## src/hdl/pwr_seq_pkg.sv

```systemverilog
// Purpose: Constants and types for the flash power and reset sequencer.
// Assumes: 100 MHz system clock.
// Notes: Times are kept in their own unit; cycle counts derive from them.
package pwr_seq_pkg;
	localparam int CLK_MHZ = 100;
	// Least supply-good to select delay, in microseconds.
	localparam int SELECT_AFTER_SUPPLY_US = 30;
	// Write holdoff, least figure, in milliseconds.
	localparam int WRITE_HOLDOFF_MS = 1;
	localparam int SELECT_AFTER_SUPPLY_CYC = SELECT_AFTER_SUPPLY_US * CLK_MHZ;
	localparam int WRITE_HOLDOFF_CYC = WRITE_HOLDOFF_MS * 1000 * CLK_MHZ;
	// Post-reset recovery time in nanoseconds; value not given, plain default.
	localparam int POST_RESET_RECOVERY_NS = 100;
	localparam int POST_RESET_RECOVERY_CYC = (POST_RESET_RECOVERY_NS + 9) / 10;
	// Status write time in microseconds; value not given, plain default.
	localparam int STATUS_WRITE_US = 10;
	localparam int STATUS_WRITE_CYC = STATUS_WRITE_US * CLK_MHZ;
	localparam int CNT_W = 24;
	localparam logic [7:0] ERASED_BYTE = 8'hFF;
	localparam logic RESET_LOCK = 1'h0;

	typedef enum logic [2:0] {
		ST_OFF = 3'h0,
		ST_STANDBY = 3'h1,
		ST_DECODE = 3'h2,
		ST_ARRAY_CYCLE = 3'h3,
		ST_STATUS_CYCLE = 3'h4,
		ST_RESET_HOLD = 3'h5,
		ST_STATUS_FINISH = 3'h6
	} seq_state_t;
endpackage
```

## src/hdl/flash_power_reset_sequencer.sv

```systemverilog
// Purpose: Supply, holdoff and reset-pin sequencing for a serial flash core.
// Assumes: Supply comparators arrive as digital levels; pins are asynchronous.
// Notes: Decoding and array cycles live elsewhere and report over plain ports.
// Function
// - Below write-inhibit threshold, hold logic in reset and ignore all instructions.
// - Ignore write-type instructions until write holdoff delay elapsed after threshold.
// - Accept reads once select delay passed, even if holdoff still running.
// - Power-up gives standby, clear enable latch, active flag and lock bits.
// - Reset low during array cycle aborts that cycle; data may be lost.
// - Any reset low pulse clears every lock bit to zero.
// - Reset while decoding with select low returns power-on state, drops instruction.
// - Reset during program or erase cycle returns power-on state.
// - Reset during status write lets it finish, then power-on state.
// - Reset while deselected in standby returns power-on state, data untouched.
// - Delivered array reads all ones, usable status bits read zero.
// - Reset low enters reset mode, refuses selection until recovery time passes.
`timescale 1ns/1ns
module flash_power_reset_sequencer
	import pwr_seq_pkg::*;
#(
	parameter int HOLDOFF_CYC = WRITE_HOLDOFF_CYC,
	parameter int SELECT_CYC = SELECT_AFTER_SUPPLY_CYC,
	parameter int STATUS_CYC = STATUS_WRITE_CYC
) (
	input wire logic CLK,
	input wire logic RST,
	input wire logic ABOVE_INHIBIT,
	input wire logic ABOVE_MIN,
	input wire logic RESET_N,
	input wire logic SELECT_N,
	input wire logic DECODE_ACTIVE,
	input wire logic WRITE_CMD_SEEN,
	input wire logic READ_CMD_SEEN,
	input wire logic ARRAY_CYCLE_START,
	input wire logic STATUS_CYCLE_START,
	input wire logic CYCLE_DONE,
	input wire logic LOCK_SET,
	input wire logic ENTER_DEEP_SLEEP,
	output logic CORE_RESET,
	output logic SELECT_ALLOWED,
	output logic READ_ALLOWED,
	output logic WRITE_ALLOWED,
	output logic WRITE_ACCEPT,
	output logic READ_ACCEPT,
	output logic ABORT_CYCLE,
	output logic DISCARD_CMD,
	output logic WRITE_ENABLE_LATCH,
	output logic CYCLE_ACTIVE_FLAG,
	output logic WRITE_LOCK,
	output logic LOCK_DOWN,
	output logic DEEP_SLEEP,
	output logic [7:0] ERASED_VALUE
);
	logic [1:0] inh_sync;
	logic [1:0] min_sync;
	logic [1:0] rst_sync;
	logic [1:0] sel_sync;
	logic above_inh;
	logic above_min;
	logic pin_low;
	logic selected;
	logic rst_prev;
	logic rst_fall;
	logic [CNT_W-1:0] hold_cnt;
	logic [CNT_W-1:0] sel_cnt;
	logic [CNT_W-1:0] rec_cnt;
	logic [CNT_W-1:0] stw_cnt;
	logic hold_done;
	logic sel_done;
	logic power_on;
	seq_state_t state;
	seq_state_t next_state;

	function automatic logic [CNT_W-1:0] count_up(input logic [CNT_W-1:0] c, input int lim);
		count_up = (c < CNT_W'(lim)) ? c + CNT_W'(1) : c;
	endfunction

	// Pins come from outside the clock domain; second stage only is read.
	always_ff @(posedge CLK) begin
		if (RST) begin
			inh_sync <= 2'h0;
			min_sync <= 2'h0;
			rst_sync <= 2'h3;
			sel_sync <= 2'h3;
		end else begin
			inh_sync <= {inh_sync[0], ABOVE_INHIBIT};
			min_sync <= {min_sync[0], ABOVE_MIN};
			rst_sync <= {rst_sync[0], RESET_N};
			sel_sync <= {sel_sync[0], SELECT_N};
		end
	end
	assign above_inh = inh_sync[1];
	assign above_min = min_sync[1];
	assign pin_low = ~rst_sync[1];
	assign selected = ~sel_sync[1];

	always_ff @(posedge CLK) begin
		if (RST) begin
			rst_prev <= 1'h0;
		end else begin
			rst_prev <= pin_low;
		end
	end
	assign rst_fall = pin_low & ~rst_prev;

	always_ff @(posedge CLK) begin
		if (RST || !above_inh) begin
			hold_cnt <= '0;
		end else begin
			hold_cnt <= count_up(hold_cnt, HOLDOFF_CYC);
		end
	end
	always_ff @(posedge CLK) begin
		if (RST || !above_min || !above_inh) begin
			sel_cnt <= '0;
		end else begin
			sel_cnt <= count_up(sel_cnt, SELECT_CYC);
		end
	end
	assign hold_done = hold_cnt >= CNT_W'(HOLDOFF_CYC);
	assign sel_done = sel_cnt >= CNT_W'(SELECT_CYC);

	// recovery counter restarts while pin low
	always_ff @(posedge CLK) begin
		if (RST || pin_low) begin
			rec_cnt <= '0;
		end else begin
			rec_cnt <= count_up(rec_cnt, POST_RESET_RECOVERY_CYC);
		end
	end

	// status write time runs out even across a reset pulse
	always_ff @(posedge CLK) begin
		if (RST || (state != ST_STATUS_CYCLE && state != ST_STATUS_FINISH)) begin
			stw_cnt <= '0;
		end else begin
			stw_cnt <= count_up(stw_cnt, STATUS_CYC);
		end
	end

	always_comb begin
		next_state = state;
		case (state)
			ST_OFF: begin
				if (above_inh) begin
					next_state = ST_STANDBY;
				end
			end
			ST_STANDBY, ST_DECODE: begin
				if (pin_low) begin
					next_state = ST_RESET_HOLD;
				end else if (ARRAY_CYCLE_START) begin
					next_state = ST_ARRAY_CYCLE;
				end else if (STATUS_CYCLE_START) begin
					next_state = ST_STATUS_CYCLE;
				end else begin
					next_state = (selected && DECODE_ACTIVE) ? ST_DECODE : ST_STANDBY;
				end
			end
			ST_ARRAY_CYCLE: begin
				if (pin_low) begin
					next_state = ST_RESET_HOLD;
				end else if (CYCLE_DONE) begin
					next_state = ST_STANDBY;
				end
			end
			ST_STATUS_CYCLE: begin
				if (pin_low) begin
					next_state = ST_STATUS_FINISH;
				end else if (CYCLE_DONE) begin
					next_state = ST_STANDBY;
				end
			end
			ST_STATUS_FINISH: begin
				if (stw_cnt >= CNT_W'(STATUS_CYC)) begin
					next_state = ST_RESET_HOLD;
				end
			end
			ST_RESET_HOLD: begin
				if (!pin_low && rec_cnt >= CNT_W'(POST_RESET_RECOVERY_CYC)) begin
					next_state = ST_STANDBY;
				end
			end
			default: next_state = ST_OFF;
		endcase
		if (!above_inh) begin
			next_state = ST_OFF;
		end
	end

	always_ff @(posedge CLK) begin
		if (RST) begin
			state <= ST_OFF;
		end else begin
			state <= next_state;
		end
	end
	assign power_on = (next_state == ST_OFF) || (next_state == ST_RESET_HOLD);

	// reads need only the select delay
	always_ff @(posedge CLK) begin
		if (RST) begin
			CORE_RESET <= 1'h1;
			SELECT_ALLOWED <= 1'h0;
			READ_ALLOWED <= 1'h0;
			WRITE_ALLOWED <= 1'h0;
		end else begin
			CORE_RESET <= next_state == ST_OFF || next_state == ST_RESET_HOLD;
			SELECT_ALLOWED <= sel_done && (next_state == ST_STANDBY || next_state == ST_DECODE);
			READ_ALLOWED <= sel_done && (next_state == ST_STANDBY || next_state == ST_DECODE);
			WRITE_ALLOWED <= sel_done && hold_done && (next_state == ST_STANDBY || next_state == ST_DECODE);
		end
	end

	always_ff @(posedge CLK) begin
		if (RST) begin
			WRITE_ACCEPT <= 1'h0;
			READ_ACCEPT <= 1'h0;
			ABORT_CYCLE <= 1'h0;
			DISCARD_CMD <= 1'h0;
		end else begin
			WRITE_ACCEPT <= WRITE_CMD_SEEN && WRITE_ALLOWED && !DEEP_SLEEP && !pin_low;
			READ_ACCEPT <= READ_CMD_SEEN && READ_ALLOWED && !DEEP_SLEEP && !pin_low;
			ABORT_CYCLE <= state == ST_ARRAY_CYCLE && (pin_low || !above_inh);
			DISCARD_CMD <= state == ST_DECODE && (pin_low || !above_inh);
		end
	end

	// power-on values of mode and status bits
	always_ff @(posedge CLK) begin
		if (RST || power_on) begin
			WRITE_ENABLE_LATCH <= 1'h0;
			DEEP_SLEEP <= 1'h0;
		end else begin
			if (WRITE_CMD_SEEN && WRITE_ALLOWED && !DEEP_SLEEP) begin
				WRITE_ENABLE_LATCH <= 1'h1;
			end else if (CYCLE_DONE) begin
				WRITE_ENABLE_LATCH <= 1'h0;
			end
			if (ENTER_DEEP_SLEEP && state == ST_STANDBY) begin
				DEEP_SLEEP <= 1'h1;
			end
		end
	end
	always_ff @(posedge CLK) begin
		if (RST) begin
			CYCLE_ACTIVE_FLAG <= 1'h0;
		end else begin
			CYCLE_ACTIVE_FLAG <= next_state == ST_ARRAY_CYCLE || next_state == ST_STATUS_CYCLE
				|| next_state == ST_STATUS_FINISH;
		end
	end

	// every reset pulse clears the lock bits
	always_ff @(posedge CLK) begin
		if (RST || rst_fall || power_on) begin
			WRITE_LOCK <= RESET_LOCK;
			LOCK_DOWN <= RESET_LOCK;
		end else if (LOCK_SET && WRITE_ALLOWED) begin
			WRITE_LOCK <= 1'h1;
			LOCK_DOWN <= 1'h1;
		end
	end

	always_ff @(posedge CLK) begin
		if (RST) begin
			ERASED_VALUE <= ERASED_BYTE;
		end else begin
			ERASED_VALUE <= ERASED_BYTE;
		end
	end
endmodule

```

## config.mk

```make
export PLATFORM = sky130hd
export DESIGN_NAME = flash_power_reset_sequencer
export DESIGN_NICKNAME = d
export VERILOG_FILES = /design/src/hdl/pwr_seq_pkg.sv /design/src/hdl/flash_power_reset_sequencer.sv
export SDC_FILE = /design/constraint.sdc
export NUM_CORES = 1
export LEC_CHECK = 0
export BUFFER_PORTS_ARGS = -buffer_cell sky130_fd_sc_hd__buf_2
export CELL_PAD_IN_SITES_DETAIL_PLACEMENT = 0
export CELL_PAD_IN_SITES_GLOBAL_PLACEMENT = 1
export CORE_MARGIN = 2
export CORE_UTILIZATION = 46
export CTS_CLUSTER_SIZE = 25
export DETAILED_ROUTE_END_ITERATION = 10
export GPL_TIMING_DRIVEN = 0
export PLACE_DENSITY = 0.81
export SYNTH_ARGS = -nofsm -noshare
export SYNTH_HDL_FRONTEND = slang
export SYNTH_SLANG_ARGS = --single-unit
```

## constraint.sdc

```tcl
create_clock -name CLK -period 2.5 [get_ports CLK]
set_clock_uncertainty 0.15 [all_clocks]
set_input_delay 0 -clock CLK [delete_from_list [all_inputs] [get_ports CLK]]
set_output_delay 0 -clock CLK [all_outputs]
set_load 0.02 [all_outputs]
```

# Yosys cells after proc, flatten, opt, wreduce, memory -nomap -nowiden

Cells that the tools add are included.

Bits in registers: 119
Output and inout bits: 21

Add/subtract/negate cells: 4
$lt $le $gt $ge: 8
Equality and inequality tests: 14
Mux-type cells: 13
Bitwise operators: 4
Reduce and logical (&&, ||, !) cells: 36

Operator list:

| kind                    | count |
|---|---|
| $add A24 B1 Y24 const B | 4 |
| $mux W3                 | 9 |
| $ge A24 B10 Y1 const B  | 1 |
| $ge A24 B12 Y1 const B  | 1 |
| $ge A24 B17 Y1 const B  | 1 |
| $ge A24 B4 Y1 const B   | 1 |
| $lt A24 B10 Y1 const B  | 1 |
| $lt A24 B12 Y1 const B  | 1 |
| $lt A24 B17 Y1 const B  | 1 |
| $lt A24 B4 Y1 const B   | 1 |
| $eq A3 B3 Y1 const B    | 6 |
| $pmux W3 S6             | 1 |
| $logic_and A1 B1 Y1     | 16 |
| $logic_or A1 B1 Y1      | 13 |
| $eq A3 B2 Y1 const B    | 4 |
| $eq A3 B1 Y1 const B    | 2 |
| $logic_not A3 Y1        | 2 |
| $ne A3 B3 Y1 const B    | 2 |
| $logic_not A1 Y1        | 3 |
| $not A1 Y1              | 3 |
| $mux W1                 | 2 |
| $mux W2                 | 1 |
| $reduce_bool A2 Y1      | 1 |
| $reduce_or A2 Y1        | 1 |
| $and A1 B1 Y1           | 1 |

# Logic depth before layout (Yosys ltp)

Word-level depth: 11
Gate-level depth with buffers: 7
Mapped depth without buffers: 7

# Worst setup path after synthesis

Ideal clock, no wire load.

Path type: flip-flop to flip-flop
Start point: register rec_cnt[23]
End point: register DEEP_SLEEP
Library setup time: 0.146 ns
Data arrival time: 1.974 ns
Data required time: 2.204 ns
Setup slack: 0.229 ns
Stages on the path, launching flop included: 6
Buffers on the path: 0
Period minus slack after synthesis: 2.271 ns
Cells stage by stage: dfxtp_1 > or4_1 > or3b_4 > o41ai_4 > xnor2_1 > a211oi_2

Longest elaborated chain between the ends: 8

Ends and longest elaborated chain:

| element                                          | RTL line                           | text |
|---|---|---|
| start: declaration                               | flash_power_reset_sequencer.sv:66  | `logic [CNT_W-1:0] rec_cnt;` |
| start signal: assignment                         | flash_power_reset_sequencer.sv:128 | `rec_cnt <= count_up(rec_cnt, POST_RESET_RECOVERY_CYC);` |
| $ge A24 B4 Y1 (*)                                | flash_power_reset_sequencer.sv:180 | `if (!pin_low && rec_cnt >= CNT_W'(POST_RESET_RECOVERY_CYC)) begin` |
| $logic_and A1 B1 Y1 (*)                          | flash_power_reset_sequencer.sv:180 |  |
| $mux W3 (*)                                      | flash_power_reset_sequencer.sv:180 |  |
| $pmux W3 S6 (*)                                  | flash_power_reset_sequencer.sv:143 | `case (state)` |
| $mux W3 (*)                                      | flash_power_reset_sequencer.sv:186 | `if (!above_inh) begin` |
| $eq A3 B3 Y1 or $logic_not A3 Y1 (tied branches) | flash_power_reset_sequencer.sv:198 | `assign power_on = (next_state == ST_OFF) \|\| (next_state == ST_RESET_HOLD);` |
| $logic_or A1 B1 Y1 (*)                           | flash_power_reset_sequencer.sv:198 |  |
| $logic_or A1 B1 Y1 (*)                           | flash_power_reset_sequencer.sv:231 | `if (RST \|\| power_on) begin` |
| end signal: assignment                           | flash_power_reset_sequencer.sv:233 | `DEEP_SLEEP <= 1'h0;` |
| end signal: assignment                           | flash_power_reset_sequencer.sv:241 | `DEEP_SLEEP <= 1'h1;` |
| end: declaration                                 | flash_power_reset_sequencer.sv:51  | `output logic DEEP_SLEEP,` |

Mark *: on every way between the ends. The rest lies on a longest branch, timed or not.
A chain may end at the register's enable or synchronous reset.

# Final worst setup path

Start point: register rec_cnt[23]
End point: register CORE_RESET

Longest elaborated chain between the ends: 7

Ends and longest elaborated chain:

| element                                          | RTL line                           | text |
|---|---|---|
| $ge A24 B4 Y1 (*)                                | flash_power_reset_sequencer.sv:180 |  |
| $logic_and A1 B1 Y1 (*)                          | flash_power_reset_sequencer.sv:180 |  |
| $mux W3 (*)                                      | flash_power_reset_sequencer.sv:180 |  |
| $pmux W3 S6 (*)                                  | flash_power_reset_sequencer.sv:143 |  |
| $mux W3 (*)                                      | flash_power_reset_sequencer.sv:186 |  |
| $eq A3 B3 Y1 or $logic_not A3 Y1 (tied branches) | flash_power_reset_sequencer.sv:208 | `CORE_RESET <= next_state == ST_OFF \|\| next_state == ST_RESET_HOLD;` |
| $logic_or A1 B1 Y1 (*)                           | flash_power_reset_sequencer.sv:208 |  |
| end signal: assignment                           | flash_power_reset_sequencer.sv:203 | `CORE_RESET <= 1'h1;` |
| end signal: assignment                           | flash_power_reset_sequencer.sv:208 |  |
| end: declaration                                 | flash_power_reset_sequencer.sv:39  | `output logic CORE_RESET,` |

Marked as above.

==> flow_summary.yaml <==
status:
  status: "completed"
sta:
  hold_viol: 0
  fin_crit_sh_pct: 95.88
  setup_viol: 0
  hold_ws_ps: 36.99
  final.min_clock_period_ps: 2397
  drv_slew: 0
  max_freq_mhz: 417.2
hold_path:
  hold_class: "in2reg"
yosys:
  synthCells: 471
  yosys_most_used_dff: "dfxtp_1"
  async_reset_ff_share_pct: 0
  synth_cell_type_count: 49
  netlist_area_mm2: 0.004544
  yosys_warnings: 0
  synth-seq-area-share_pct: 52.42
  synth-edff-count: 0
  synth_area_per_cell_um2: 9.648
  ys_ff_latch: 119
finish:
  utilization_pct: 58.91
  syn_to_final_growth_pct: 25.55
  fin_area_mm2: 0.005705
  final_common_cell: "dfxtp_1"
  layout_common_cells: "119 x dfxtp_1, 53 x nor2_1, 45 x and2_1, 30 x xor2_1, 26 x buf_2"
  drive_gt1_share_pct: 14.62
  diodes: 0
  nets: 564
route:
  wl_per_cell_um: 12.36
  wl_mm: 8.492
  drt_iter0_drc: 109
  viasPerCell: 4.889
  remaining_drc_errors: 0
  route.vias.total: 3359
  postRouteAntennaNets: 0
  dr.pass1.iters: 4
power_and_ir_drop:
  comb_power_share_pct: 2.4
  seqPwrFrac_pct: 42.6
  power.leakage_nw: 2.336
  power_density_mw_per_mm2: 789.8
  internal-power_mw: 3.644
  p_clk_share_pct: 55.1
  ir_drop_mv: 0.5029
  swShare_pct: 19.12
  switchingPower_mw: 0.8617
  total_power_mw: 4.506
die:
  io_pins: 35
  rows: 36
  fp.dieArea_mm2: 0.01069
  initial_core_util_pct: 46.93
  core-area_mm2: 0.009684
  die_x_um: 103.4
  die_y_um: 103.4
clock_tree:
  clock-sinks: 119
  root_buffer: "clkbuf_8"
  cts_htree_levels: 4
  tritoncts: "done"
  cts-buffers-inserted: 17
  clockBufferDepth: 2
  clk_pin_slew_ps: 60
  insertion_delay_ps: 500
place:
  dpl-instance-area_mm2: 0.004867
  place.gp.congestion: 0.8262
  port_buffers: 26
  hpwlAfterDp_mm: 5.624
critical_path:
  crit_arrival_ps: 2640
  crit_type: "reg2reg"
  worstPathMaxFanout: 4
  critPathLaunchType: "register"
  rrSetupSlack_ps: 100
  worstSetupEndpointType: "register"
  cp.required_ps: 2740
grt:
  grt_overflow_total: 0
  grt.total_usage_pct: 17.53
  grt_pass1_wl_mm: 14.57
  grt_start_max_net_pins: 17
  grt_pass1_vias: 3124
  antenna_found_initial: 0
flow_run:
  drv_cap: 0
## stage by stage
stage	setup WS, ps	instances	TNS [ps]
2_1_floorplan	229.4	478	0
3_3_place_gp	-84.44	637	-131.4
3_5_place_dp	-88.60	637	-165.7
4_1_cts	12.46	686	0
5_1_grt	-1.292	687	-1.292
6_report	102.9	687	0
## critical path, stage by stage, from the launching register on
cell	delay (ps)
dfxtp_1	310
or4_1	580
or3b_4	450
o41ai_4	430
xnor2_2	160
a21o_1	210
## power by group through the flow
stage	combinational, mW	sequential, mW	clock, mW
2_1_floorplan	0.0612	1.96	0
3_3_place_gp	0.0858	1.96	0
3_5_place_dp	0.0873	1.96	0
4_1_cts	0.105	1.92	2.54
5_1_grt	0.119	1.92	2.63
6_report	0.106	1.92	2.48
## timing repair
| item | in CTS | in global routing |
|---|---|---|
| setup buffers | 0 | 1 |
| pin swaps | 0 | 2 |
| endpoints found under the hold margin | 48 | 0 |
| gates resized for setup | 3 | 6 |
| setup endpoints to repair | 5 | 20 |
| hold buffers | 18 | 0 |
## metal layers
layer | vias to the layer above | GRT usage (%) | share of wire (%) | wire [um]
met2 | 59 | 25.66 | 45 | 3831
met1 | 1558 | 24.21 | 50 | 4259
met5 | - | 0 | 0 | 0
met3 | 4 | 5.309 | 4.0 | 337
met4 | 0 | 6.984 | 0.74 | 63
li1 | 1738 | - | - | -
## synth_stat cells, drive strengths merged (6+ instances only)
master / number / area share [%]
ha: 8 / 2.2
nand4: 19 / 2.6
nand2: 20 / 1.7
and2: 45 / 6.2
buf: 12 / 1.8
inv: 12 / 0.99
nor2: 54 / 4.5
o21ai: 7 / 0.77
xor2: 30 / 5.8
and3: 23 / 3.2
dfxtp: 119 / 52
a21oi: 11 / 1.2
nor2b: 10 / 1.4
xnor2: 6 / 1.2
nor4: 14 / 2.1
nand3: 14 / 1.5
clkbuf: 15 / 1.2
## logic make-up (layout without fill, tap and decap cells)
kind of cell,after synthesis,after routing,synth area share [%]
compound gates,40,40,6.360
xor+xnor,36,36,6.938
fa+ha+maj,9,9,2.423
buf+inv,39,115,4.047
flops,119,119,52.42
mux,2,2,0.4405
other cells,1,8,0.08252
simple gates,225,225,27.29
## area by class of cell
| type | instances | area (um2) |
|---|---|---|
| fill | 853 | 3979 |
| timing repair buffer | 45 | 317.8 |
| clock buffer | 22 | 462.9 |
| inverter | 12 | 45.04 |
| tap | 133 | 166.4 |
| sequential | 119 | 2382 |
| buffer | 27 | 141.4 |
| multi-input combinational | 320 | 2042 |
| clock inverter | 9 | 147.6 |
## worst paths after layout
kind,start,cells past startpoint,end
worst max-delay path,rec_cnt[23],5,CORE_RESET
worst min-delay path,DECODE_ACTIVE,5,state[0]
worst max register to register,rec_cnt[23],5,CORE_RESET
worst min register to register,sel_sync[0],1,sel_sync[1]
## registers in the layout, summed over array words and instances (netlist names), 2 cells and up
name      flops
hold_cnt     24
rec_cnt      24
sel_cnt      24
stw_cnt      24
state         3
inh_sync      2
min_sync      2
rst_sync      2
sel_sync      2
Power figures use the tool's default switching activity.
